File: src/shared/sleep_ctrl_pkg.sv
// Constants and types for the sleep-mode controller
package sleep_ctrl_pkg;
   // Sleep mode select encodings
   localparam logic [2:0] MODE_IDLE     = 3'h0;
   localparam logic [2:0] MODE_QUIET    = 3'h1;
   localparam logic [2:0] MODE_PDOWN    = 3'h2;
   localparam logic [2:0] MODE_PSAVE    = 3'h3;
   localparam logic [2:0] MODE_STANDBY  = 3'h6;
   // Register offsets
   localparam logic [7:0] OFS_SLEEP_CTRL = 8'h33;
   localparam logic [7:0] OFS_PROC_CTRL  = 8'h35;
   // Field positions
   localparam int SLEEP_ARM_POS   = 0;
   localparam int MODE_LSB_POS    = 1;
   localparam int BO_OFF_POS      = 6;
   // Reset values
   localparam logic [7:0] SLEEP_CTRL_RST = 8'h00;
   // Timing
   localparam int CLK_MHZ          = 125;
   localparam int HALT_EXTRA_CYC   = 4;
   localparam int BO_WAKE_US       = 60;
   localparam int BO_WAKE_CYC      = BO_WAKE_US * CLK_MHZ;
   localparam int STANDBY_WAKE_CYC = 6;
   localparam int CNT_W            = 16;
   // Sequencer states
   typedef enum logic [4:0] {
      ST_RUN   = 5'b00001,
      ST_SLEEP = 5'b00010,
      ST_START = 5'b00100,
      ST_HOLD  = 5'b01000,
      ST_RESET = 5'b10000
   } seq_state_e;
endpackage

File: src/verilog/sleep_mode_controller.sv
// Sleep-mode sequencer: arm, enter, clock gating and timed wake-up
//
// Chosen here: the address-and-strobe port and the placing of the registers.
`timescale 1ns/100ps
// Contract
// - Sleep only when arm bit set and halt instruction executes.
// - Enabled interrupt wakes; core held four cycles past start-up.
// - Register file and data memory are never cleared by sleep.
// - Reset during sleep wakes to reset vector.
// - Requested detector shutdown takes effect immediately on entry; applied here in power-down, power-save and standby only.
// - Detector re-enabled automatically on every wake-up.
// - Wake time stretched to about 60 us after detector off.
// - Detector sleep-off bit is bit 6, resets to zero.
// - That bit is written only through a timed sequence with enable.
// - Mode 000 idle stops core and flash clocks only.
// - Idle wakes on external and internal interrupts.
// - Enabled converter starts conversion entering idle or quiet mode.
// - Mode 001 stops io, core and flash clocks.
// - Quiet mode wakes only on its listed sources.
// - Deep modes wake on line zero only when level sensed.
// - Mode 010 power-down stops oscillator and all generated clocks.
// - Power-down wakes only on reset, start, line zero level, pin change.
// - Power-down wake waits the fuse-selected start-up delay.
// - Mode 011 power-save is power-down with timer 2 running.
// - Timer 2 wakes power-save only with mask and global enable.
// - Unused timer oscillator and system clock source stop in power-save.
// - Mode 110 with crystal is standby, oscillator on, six-cycle wake.
// - Codes 100, 101, 111 reserved; control register resets zero.
module sleep_mode_controller
   import sleep_ctrl_pkg::*;
#(
   parameter int BO_WAKE_CYCLES = BO_WAKE_CYC
) (
   // Clock and reset
   input  wire logic             clk,
   input  wire logic             sys_rst,
   // Register port
   input  wire logic [7:0]       reg_addr,
   input  wire logic [7:0]       reg_wdata,
   input  wire logic             reg_wr,
   input  wire logic             reg_rd,
   output logic      [7:0]       reg_rdata,
   // Core interface
   input  wire logic             halt_insn,
   input  wire logic             brownout_off_unlock,
   input  wire logic             global_irq_en,
   output logic                  core_halt,
   output logic                  wake_to_irq,
   output logic                  wake_to_reset,
   // Fuses and configuration
   input  wire logic [CNT_W-1:0] startup_cycles,
   input  wire logic             crystal_selected,
   input  wire logic             line0_level_mode,
   input  wire logic             timer2_async,
   input  wire logic             timer2_sync,
   input  wire logic             converter_enabled,
   // Wake sources
   input  wire logic             any_irq,
   input  wire logic             ext_reset,
   input  wire logic             wdt_reset,
   input  wire logic             brownout_reset,
   input  wire logic             start_cond_irq,
   input  wire logic             line0_irq,
   input  wire logic             pin_change_irq,
   input  wire logic             conv_done_irq,
   input  wire logic             timer2_irq,
   input  wire logic             timer2_mask_hit,
   input  wire logic             nvm_ready_irq,
   // Clock domain and analog controls
   output logic                  core_clock_en,
   output logic                  flash_clock_en,
   output logic                  io_clock_en,
   output logic                  converter_clock_en,
   output logic                  async_timer_clock_en,
   output logic                  main_osc_en,
   output logic                  timer_osc_en,
   output logic                  brownout_enable,
   output logic                  conv_start
);

   localparam int LONG_W = 20;

   // The wake counter width bounds the long detector wake; refuse what it cannot hold
   if (BO_WAKE_CYCLES < 1 || BO_WAKE_CYCLES >= (1 << LONG_W)) begin : g_wake_range
      $error("wake cycle parameter out of range");
   end

   logic [2:0]        mode_r;
   logic              arm_r;
   logic              bo_off_r;
   logic              bo_slept_r;
   seq_state_e        state_r;
   logic [2:0]        smode_r;
   logic [LONG_W-1:0] cnt_r;
   logic [2:0]        halt_cnt_r;
   logic              irq_path_r;
   logic              conv_start_r;
   logic [7:0]        rdata_r;
   logic              mode_valid;
   logic              wake_irq;
   logic              wake_rst;
   logic              deep;
   logic              line0_ok;
   logic [LONG_W-1:0] wake_delay;

   // Register writes; the detector bit needs the core's timed unlock
   always_ff @(posedge clk) begin
      if (sys_rst) begin
         mode_r    <= SLEEP_CTRL_RST[3:1];
         arm_r     <= SLEEP_CTRL_RST[SLEEP_ARM_POS];
         bo_off_r  <= 1'b0;
      end else if (reg_wr && reg_addr == OFS_SLEEP_CTRL) begin
         arm_r  <= reg_wdata[SLEEP_ARM_POS];
         mode_r <= reg_wdata[MODE_LSB_POS +: 3];
      end else if (reg_wr && reg_addr == OFS_PROC_CTRL && brownout_off_unlock) begin
         bo_off_r <= reg_wdata[BO_OFF_POS];
      end
   end

   // Read data one cycle after the strobe; reserved bits read zero
   always_ff @(posedge clk) begin
      if (sys_rst) begin
         rdata_r <= 8'h00;
      end else if (reg_rd && reg_addr == OFS_SLEEP_CTRL) begin
         rdata_r <= {4'h0, mode_r, arm_r};
      end else if (reg_rd && reg_addr == OFS_PROC_CTRL) begin
         rdata_r <= {1'b0, bo_off_r, 6'h00};
      end else begin
         rdata_r <= 8'h00;
      end
   end
   assign reg_rdata = rdata_r;

   // Mode decode; standby is valid only with a crystal
   always_comb begin
      mode_valid = (mode_r == MODE_IDLE) || (mode_r == MODE_QUIET) ||
                   (mode_r == MODE_PDOWN) || (mode_r == MODE_PSAVE) ||
                   (mode_r == MODE_STANDBY && crystal_selected);
   end

   // Wake qualification for the mode actually slept in
   always_comb begin
      deep     = (smode_r != MODE_IDLE);
      line0_ok = line0_irq && (line0_level_mode || !deep);
      wake_rst = ext_reset || wdt_reset || brownout_reset;
      case (smode_r)
         MODE_IDLE:  wake_irq = any_irq;
         MODE_QUIET: wake_irq = conv_done_irq || start_cond_irq || timer2_irq ||
                                nvm_ready_irq || line0_ok || pin_change_irq;
         MODE_PSAVE: wake_irq = start_cond_irq || line0_ok || pin_change_irq ||
                                (timer2_irq && timer2_mask_hit && global_irq_en);
         default:    wake_irq = start_cond_irq || line0_ok || pin_change_irq;
      endcase
   end

   // Start-up delay: six cycles in standby, one in idle or quiet, fuse time otherwise, long if detector was off
   always_comb begin
      if (bo_slept_r) begin
         wake_delay = LONG_W'(BO_WAKE_CYCLES);
      end else if (smode_r == MODE_STANDBY) begin
         wake_delay = LONG_W'(STANDBY_WAKE_CYC);
      end else if (smode_r == MODE_IDLE || smode_r == MODE_QUIET) begin
         wake_delay = LONG_W'(1);
      end else begin
         wake_delay = {4'h0, startup_cycles};
      end
   end

   // Sequencer; memory contents are untouched since no clear path exists
   always_ff @(posedge clk) begin
      if (sys_rst) begin
         state_r     <= ST_RUN;
         smode_r     <= MODE_IDLE;
         cnt_r       <= '0;
         halt_cnt_r  <= 3'h0;
         irq_path_r  <= 1'b0;
         bo_slept_r  <= 1'b0;
      end else begin
         case (state_r)
            ST_RUN: begin
               // Halt with arm clear or a reserved code simply falls through
               if (halt_insn && arm_r && mode_valid) begin
                  state_r     <= ST_SLEEP;
                  smode_r     <= mode_r;
                  bo_slept_r  <= bo_off_r && (mode_r != MODE_IDLE) &&
                                 (mode_r != MODE_QUIET);
               end
            end
            ST_SLEEP: begin
               if (wake_rst) begin
                  state_r    <= ST_START;
                  irq_path_r <= 1'b0;
                  cnt_r      <= wake_delay;
               end else if (wake_irq) begin
                  state_r    <= ST_START;
                  irq_path_r <= 1'b1;
                  cnt_r      <= wake_delay;
               end
            end
            ST_START: begin
               bo_slept_r <= 1'b0;
               if (cnt_r <= LONG_W'(1)) begin
                  state_r    <= irq_path_r ? ST_HOLD : ST_RESET;
                  halt_cnt_r <= 3'(HALT_EXTRA_CYC);
               end else begin
                  cnt_r <= cnt_r - LONG_W'(1);
               end
            end
            ST_HOLD: begin
               if (halt_cnt_r <= 3'h1) begin
                  state_r <= ST_RUN;
               end else begin
                  halt_cnt_r <= halt_cnt_r - 3'h1;
               end
            end
            ST_RESET: begin
               state_r <= ST_RUN;
            end
            default: state_r <= ST_RUN;
         endcase
      end
   end

   // One-cycle conversion start when entering idle or quiet mode
   always_ff @(posedge clk) begin
      if (sys_rst) begin
         conv_start_r <= 1'b0;
      end else begin
         conv_start_r <= (state_r == ST_RUN) && halt_insn && arm_r && converter_enabled &&
                         (mode_r == MODE_IDLE || mode_r == MODE_QUIET);
      end
   end
   assign conv_start = conv_start_r;

   // Clock gating per mode while asleep or starting up
   logic asleep;
   always_comb begin
      asleep               = (state_r == ST_SLEEP) || (state_r == ST_START);
      core_clock_en        = !asleep;
      flash_clock_en       = !asleep;
      io_clock_en          = !asleep || smode_r == MODE_IDLE;
      converter_clock_en   = !asleep || smode_r == MODE_IDLE || smode_r == MODE_QUIET;
      async_timer_clock_en = !asleep || smode_r == MODE_IDLE || smode_r == MODE_QUIET ||
                             smode_r == MODE_PSAVE;
      main_osc_en          = !asleep || smode_r == MODE_IDLE || smode_r == MODE_QUIET ||
                             smode_r == MODE_STANDBY ||
                             (smode_r == MODE_PSAVE && timer2_sync);
      timer_osc_en         = timer2_async && (!asleep || smode_r == MODE_IDLE ||
                             smode_r == MODE_QUIET || smode_r == MODE_PSAVE);
      brownout_enable      = !(state_r == ST_SLEEP && bo_slept_r);
      core_halt            = (state_r != ST_RUN);
      wake_to_irq          = (state_r == ST_HOLD) && (halt_cnt_r == 3'h1);
      wake_to_reset        = (state_r == ST_RESET);
   end

endmodule
File: config.mk
export PLATFORM = sky130hd
export DESIGN_NAME = sleep_mode_controller
export DESIGN_NICKNAME = d
export VERILOG_FILES = /design/src/shared/sleep_ctrl_pkg.sv /design/src/verilog/sleep_mode_controller.sv
export SDC_FILE = /design/constraint.sdc
export NUM_CORES = 1
export LEC_CHECK = 0
export BUFFER_PORTS_ARGS = -buffer_cell sky130_fd_sc_hd__buf_2
export CORE_MARGIN = 2
export CORE_UTILIZATION = 28
export DETAILED_ROUTE_END_ITERATION = 12
export SKIP_CTS_REPAIR_TIMING = 1
export SYNTH_ARGS = -nofsm -noshare
export SYNTH_HDL_FRONTEND = slang
export SYNTH_SLANG_ARGS = --single-unit
File: constraint.sdc
create_clock -name clk -period 5.3 [get_ports clk]
set_clock_uncertainty 0.15 [all_clocks]
set_input_delay 1.06 -clock clk [delete_from_list [all_inputs] [get_ports clk]]
set_output_delay 1.06 -clock clk [all_outputs]
set_load 0.01 [all_outputs]
* Word-level counts from Yosys, hierarchy flattened
Index checks and enable logic that the tools add are counted.
Cells by class: add/subtract/negate cells 2, magnitude comparators 2, eq/ne operators 23, muxes and demuxes 23, bitwise operators 2, reduce and logical (&&, ||, !) cells 62
Operators with widths (number):
- 20-bit two-way mux | 3
- 16-bit two-way mux | 3
- 20-bit case mux with 2 select lines | 1
- 5-bit two-way mux | 6
- 1-bit logical OR | 22
- 1-bit logical AND | 21
- 20-bit by 1-bit <= comparator with 1-bit output, second input constant | 1
- 5-bit case mux with 4 select lines | 1
- 20-bit by 1-bit subtractor with 20-bit output, second input constant | 1
- 8-bit by 6-bit equality test with 1-bit output, second input constant | 2
- 2-bit inequality test, second input constant | 5
- 3-bit by 1-bit equality test with 1-bit output, second input constant | 3
- 3-bit by 2-bit equality test with 1-bit output, second input constant | 3
- 2-bit AND reduction | 4
- 2-bit nonzero test | 4
- 3-bit equality test, second input constant | 2
- 3-bit logical NOT | 2
- 3-bit two-way mux | 2
- 3-bit case mux with 2 select lines | 1
- 3-bit AND reduction | 2
- 3-bit nonzero test | 2
- 5-bit by 1-bit equality test with 1-bit output, second input constant | 1
- 5-bit by 2-bit equality test with 1-bit output, second input constant | 1
- 5-bit by 3-bit equality test with 1-bit output, second input constant | 1
- 15 further kinds | 20
Storage, ports and cells: flip-flop bits (word level) 44, input bits 55, word-level logic and storage cells 126

* Depth between registers and ports, before layout
Gate-level depths: netlist of the first run.
depth after elaboration 11, gate-level depth with buffers 8, gate-level depth less buffers 7

* Worst setup path after synthesis of the first run
Ideal clock, no wire load.
path kind reg-to-output, start point register state_r[4], end point output timer_osc_en, arrival 1.736 ns, data required time 4.090 ns, slack 2.354 ns, stages on the path, launching flop included 7, cell sequence dfxtp_1 -> or4_1 -> or2_1 -> buf_2 -> nand2_1 -> o21ai_0 -> and2_1
Between the ends: word-level cells in the longest chain between the ends 7, elaborated cells between the ends (all ways) 8, classes of those cells eq/ne (2); reduce/logical (6)
RTL lines:
- from (decl) | line sleep_mode_controller.sv:92 | seq_state_e state_r;
- from (signal assigned) | line sleep_mode_controller.sv:203 | state_r <= irq_path_r ? ST_HOLD : ST_RESET;
- 5-bit by 2-bit equality test with 1-bit output or 5-bit by 3-bit equality test with 1-bit output (tied branches) | line sleep_mode_controller.sv:238 | asleep = (state_r == ST_SLEEP) || (state_r == ST_START);
- 1-bit logical OR (*) | line sleep_mode_controller.sv:238
- 1-bit logical NOT (*)
- 1-bit logical OR (*) (3 in a row)
- net async_timer_clock_en | line sleep_mode_controller.sv:74 | output logic async_timer_clock_en,
- 1-bit logical AND (*) | line sleep_mode_controller.sv:248 | timer_osc_en = timer2_async && (!asleep || smode_r == MODE_IDLE ||
- to (decl) | line sleep_mode_controller.sv:76 | output logic timer_osc_en,
The timed path passes the listed nets; every way through them passes the cells marked *.

* Worst setup path after layout of the first run
start point register state_r[3], end point output timer_osc_en
Between the ends: word-level cells in the longest chain between the ends 7, elaborated cells between the ends (all ways) 8, classes of those cells eq/ne (2); reduce/logical (6)
RTL lines:
- 5-bit by 2-bit equality test with 1-bit output or 5-bit by 3-bit equality test with 1-bit output (tied branches) | line sleep_mode_controller.sv:238
- 1-bit logical OR (*) | line sleep_mode_controller.sv:238
- 1-bit logical NOT (*) | line sleep_mode_controller.sv:248
- 1-bit logical OR (*) (2 in a row) | line sleep_mode_controller.sv:248
- 1-bit logical OR (*) | line sleep_mode_controller.sv:249 | smode_r == MODE_QUIET || smode_r == MODE_PSAVE);
- 1-bit logical AND (*) | line sleep_mode_controller.sv:248
Every way passes the cells marked *; elsewhere a longest branch is shown, timed or not.

==> results of run 1 <==
-- cells by family (layout without fill, tap and decap cells) --
family / Yosys count / after routing / share of synthesized area (%)
compound gates: 97 / 97 / 26.6
buf+inv: 37 / 92 / 6.58
flops: 44 / 44 / 33.1
other cells: 1 / 3 / 0.141
xor+xnor: 1 / 1 / 0.329
simple gates: 135 / 135 / 28.4
mux: 8 / 8 / 3.01
fa+ha+maj: 4 / 4 / 1.88
-- path summary, 6_finish.rpt --
check | cells after the start | to | startpoint
min reg2reg | 1 | state_r[4]$_SDFFE_PP0P_ | irq_path_r$_SDFFE_PP0P_
max reg2reg | 5 | cnt_r[10]$_SDFFE_PP0P_ | cnt_r[4]$_SDFFE_PP0P_
max | 6 | timer_osc_en | state_r[3]$_SDFFE_PP0P_
min | 1 | state_r[4]$_SDFFE_PP0P_ | irq_path_r$_SDFFE_PP0P_
-- cell usage after synthesis, types with 2 or more instances --
cell type	instances
inv_1	14
buf_4	6
nor3_1	16
nand3b_1	3
o221a_2	2
nor4_1	3
and2_1	7
and4_1	2
or3_1	4
or4_1	6
nand2_1	25
nor4_2	2
o311ai_0	8
clkbuf_1	10
and3b_1	2
nor2b_1	4
nor2_1	30
a211oi_1	10
nand2b_1	5
and3_1	2
a32oi_1	3
mux2i_1	8
o21ai_0	8
dfxtp_1	44
o41ai_1	2
a21boi_1	2
o21a_1	2
o21ai_1	2
a22o_1	2
a21oi_1	21
nand3_1	11
a31oi_1	5
a21boi_0	2
nor3b_1	2
ha_1	4
a211o_1	2
o31ai_1	9
buf_2	5
-- sequential cells by signal, indices dropped and copies added, names as in the netlist --
register	flops
bo_slept_r	1
smode_r	3
mode_r	3
bo_off_r	1
reg_rdata	5
cnt_r	20
halt_cnt_r	3
irq_path_r	1
arm_r	1
conv_start	1
state_r	5
-- cell type report --
type                            instances  area (um2)
Clock buffer                            5        68.8
Timing Repair Buffer                   70         352
Multi-Input combinational cell        248        1610
Tap cell                              129         161
Sequential cell                        44         881
Clock inverter                          3        25.0
Fill cell                            1004        6090
Inverter                               14        52.6
-- per-stage QoR --
step	hold WS (ns)	utilization, %	instances	power (mW)	cell area (um2)
detailed placement	0.271	33.1	504	0.395	3060
CTS	0.288	34.1	512	0.622	3150
floorplan	0.251	-	329	0.368	2670
global route	0.304	34.1	513	0.641	3150
finish	0.294	34.1	513	0.619	3150
global placement	0.263	33.1	504	0.394	3060
-- layer usage --
layer	vias up	part of all wire, %
met5	-	0
met4	0	1.1
met3	6	5.6
met2	72	48
met1	1233	46
li1	1327	-
-- power groups by stage --
| stage | logic (mW) | registers [mW] | clock network (mW) |
|---|---|---|---|
| after floorplan | 0.0258 | 0.342 | 0 |
| after global placement | 0.0517 | 0.342 | 0 |
| after detailed placement | 0.0525 | 0.342 | 0 |
| after CTS | 0.0526 | 0.335 | 0.235 |
| after global routing | 0.0577 | 0.335 | 0.248 |
| final | 0.0520 | 0.335 | 0.232 |
-- layout by cell type (no fill, tap or decap), types with 3 or more instances in the layout --
| cell type | synthesis | final |
|---|---|---|
| buf_2 | 5 | 68 |
| dfxtp_1 | 44 | 44 |
| nor2_1 | 30 | 30 |
| nand2_1 | 25 | 25 |
| a21oi_1 | 21 | 21 |
| nor3_1 | 16 | 16 |
| inv_1 | 14 | 14 |
| nand3_1 | 11 | 11 |
| a211oi_1 | 10 | 10 |
| o31ai_1 | 9 | 9 |
| o21ai_0 | 8 | 8 |
| o311ai_0 | 8 | 8 |
| mux2i_1 | 8 | 8 |
| and2_1 | 7 | 7 |
| or4_1 | 6 | 6 |
| nand2b_1 | 5 | 5 |
| a31oi_1 | 5 | 5 |
| clkbuf_8 | 0 | 5 |
| nor2b_1 | 4 | 4 |
| or3_1 | 4 | 4 |
| ha_1 | 4 | 4 |
| nand3b_1 | 3 | 3 |
| nor4_1 | 3 | 3 |
| a32oi_1 | 3 | 3 |
| conb_1 | 1 | 3 |
==> out/qor.txt, run 1 <==
vias in the first global route - 2,564
Hold Vio Cnt, Final - 0
Max Clock Freq - 283 MHz
Crit-path slowest cell - nand2_1
crit-path cells - nor3_2, nand2_1, nand2_1, o21ai_0, and2_1, buf_2
DR iter-0 viols - 160
top cells by area, synth - dfxtp_1, nor2_1, a21oi_1
CP max stage delay - 0.52 ns
actual slew at the worst max-slew pin - 0.862 ns
Int Power - 451 uW
synthesized area - 0.00266 mm2
worst vdd ir - 0.0000909 V
CTS Buf Count - 5
Worst Path Class, Setup - reg2out
Synth cell types - 70
Setup WS post-layout - 1.77 ns
Final ANT Viol Nets - 0
Synth async-reset ratio - 0%
via/cell ratio - 5.14
DP Worst Slack - 2.11 ns
hpwl dp - 5.52 mm
element type at the critical path end - primary output
switch share - 27.0%
Initial Util - 28.8%
Startpoint Class - flip-flop
final setup violation count - 0
Worst slew margin - 42.5%
max-cap violations - 0
combinational power share - 8.4%
Psw - 167 uW
Post-layout nets - 442
# DRC - 0
layout cell share with drive strength beyond 1 - 23.7%
Yosys top cell by area - dfxtp_1
Synth Area per Inst - 8.14 um2
final setup TNS - 0 ns
total global-route track usage - 14.6%
Worst R2R Setup Slack - 2.59 ns
Synth top area share - 33.1%
Worst EP required - 4.09 ns
row count - 35
Seq/Total Area, Yosys - 33.1%
Pleak - 1.22 nW
worst hold path type - reg2reg
Yosys warnings - 0
Worst-path clk slew - 0.09 ns
Buf/Inv on CP - 1
wire per inst - 14.6 um
first-pass GRT wire length - 12.2 mm
CTS tree - built
RSZ-0062 raised after global routing - no
Die W - 102 um
area grow syn2layout - 18.5%
routability cong. - 0.790
Slew Limit Fails - 0
H-tree depth - 2
core area - 0.00924 mm2
crit-path most repeated cell - nand2_1
Flop pwr share - 54.1%
EDFF count, synth - 0
ys flop type - dfxtp_1
clock share of power - 37.5%
Syn Inst Count - 327
GR Overflow Total - 0
die height - 102 um
Worst Path Max Fanout - 20
worst skew pair latency - 0.31 ns
IO Pins - 75
status - finished, final reports clean
DRT Wirelength - 7.48 mm
clk sinks - 44
crit-path leading delay family - simple AND/OR/NAND/NOR gates
largest net degree at the start of global routing - 31
M3 GR Usage - 2.76%
WP data arrival - 2.32 ns
GR Layer Usage met2 - 24.9%
met1 GRT Util - 18.7%
clk buf depth - 2
fin crit share - 66.6%
root buffer cell - clkbuf_8
via count - 2,638
antenna cells - 0
#FFs+latches synth - 44
initial antenna violation count - 0
Port-buffer cells - 68
overall die area - 0.0103 mm2
Pwr Density - 196 mW/mm2
crit path time final - 3.53 ns
gr busiest metal - met2
DRT Pass-1 Iters - 4
(Power assumes the default switching activity.)
==> run 2, diff against run 1 <==
clock period = 3.2 ns   (was 5.3 ns; I/O delays follow)
==> out/qor.txt, run 2 (synthesized netlist as in run 1, its figures left out) <==
Port-buffer cells - 68
Flop pwr share - 50.6%
first-pass GRT wire length - 13.0 mm
combinational power share - 8.1%
CTS tree - built
hpwl dp - 5.75 mm
area grow syn2layout - 20.9%
clk buf depth - 2
element type at the critical path end - primary output
Startpoint Class - flip-flop
# DRC - 0
via/cell ratio - 5.30
IO Pins - 75
core area - 0.00924 mm2
vias in the first global route - 2,739
root buffer cell - clkbuf_8
via count - 2,744
WP data arrival - 2.21 ns
Util after Layout - 34.8%
commonest non-fill, non-tap cell in the layout - buf_2
Worst Path Max Fanout - 7
die height - 102 um
DRT Wirelength - 7.76 mm
DRT Pass-1 Iters - 4
worst vdd ir - 0.000262 V
Pleak - 1.26 nW
clk sinks - 44
Worst EP required - 2.41 ns
hold_ws - 0.277 ns
wire per inst - 15.0 um
RSZ-0062 raised after global routing - no
Die W - 102 um
Worst-path clk slew - 0.10 ns
Final ANT Viol Nets - 0
row count - 35
final setup violation count - 0
clock share of power - 41.3%
status - finished, final reports clean
Post-layout nets - 447
Psw - 271 uW
Hold Vio Cnt, Final - 0
CTS Buf Count - 5
GR Overflow Total - 0
switch share - 24.7%
overall die area - 0.0103 mm2
final setup TNS - 0 ns
Int Power - 825 uW
routability cong. - 0.803
initial antenna violation count - 0
largest net degree at the start of global routing - 30
Worst slew margin - 48.3%
worst hold path type - reg2reg
max-cap violations - 0
DR iter-0 viols - 191
max FFs per register - 20
worst skew pair latency - 0.31 ns
Worst Path Class, Setup - reg2out
commonest non-fill, non-tap cells in the layout - buf_2, dfxtp_1, nor2_1
actual slew at the worst max-slew pin - 0.768 ns
total global-route track usage - 15.7%
crit path time final - 3.00 ns
Initial Util - 28.8%
layout cell share with drive strength beyond 1 - 24.9%
H-tree depth - 2
antenna cells - 0
fin crit share - 93.9%
Most flops, register - cnt_r
Pwr Density - 340 mW/mm2
Max Clock Freq - 333 MHz
Slew Limit Fails - 0
==> run 2: power by group through the flow <==
stage | Sequential (mW) | Clock, mW | Combinational [mW]
detailed placement | 0.567 | 0 | 0.0886
CTS | 0.554 | 0.459 | 0.0890
global route | 0.555 | 0.483 | 0.0984
finish | 0.554 | 0.453 | 0.0884
global placement | 0.567 | 0 | 0.0874
floorplan | 0.566 | 0 | 0.0428
==> run 2: path summary, 6_finish.rpt <==
kind	start	end	slack (ns)	depth (start not counted)
max	state_r[4]$_SDFFE_PP0P_	timer_osc_en	0.20	6
min	irq_path_r$_SDFFE_PP0P_	state_r[4]$_SDFFE_PP0P_	0.28	1
max reg2reg	cnt_r[4]$_SDFFE_PP0P_	cnt_r[14]$_SDFFE_PP0P_	0.55	6
min reg2reg	irq_path_r$_SDFFE_PP0P_	state_r[4]$_SDFFE_PP0P_	0.28	1
==> run 2: cell type report <==
class                   count  area (um2)
well taps                 129         161
repair buffers             75         393
flip-flops and latches     44         881
inverters                  14        52.6
clock inverters             3        47.5
clock buffers               5        68.8
fillers                   991        6020
multi-input cells         248        1610
==> run 2: critical path, stage by stage (launching register included) <==
cell     delay, ns
dfxtp_1       0.35
or4_1         0.56
or2_1         0.35
nand2_1       0.19
o21ai_0       0.14
and2_1        0.18
buf_2         0.13
==> run 2: layer usage <==
layer  part of all wire (%)  track usage (%)  vias to the layer above
li1                       -                -                     1339
met1                     45             19.8                     1304
met2                     49             26.3                       85
met3                    4.8             2.69                       16
met4                    2.0             6.44                        0
met5                      0                0                        -
==> run 2: per-stage QoR <==
stage                     cells  area, um2  total power, mW  setup slack (ns)
after floorplan             329       2670            0.609             0.674
after global placement      510       3100            0.654             0.550
after detailed placement    510       3100            0.656             0.526
after CTS                   518       3220             1.10             0.172
after global routing        518       3220             1.14           0.00566
final                       518       3220             1.10             0.195
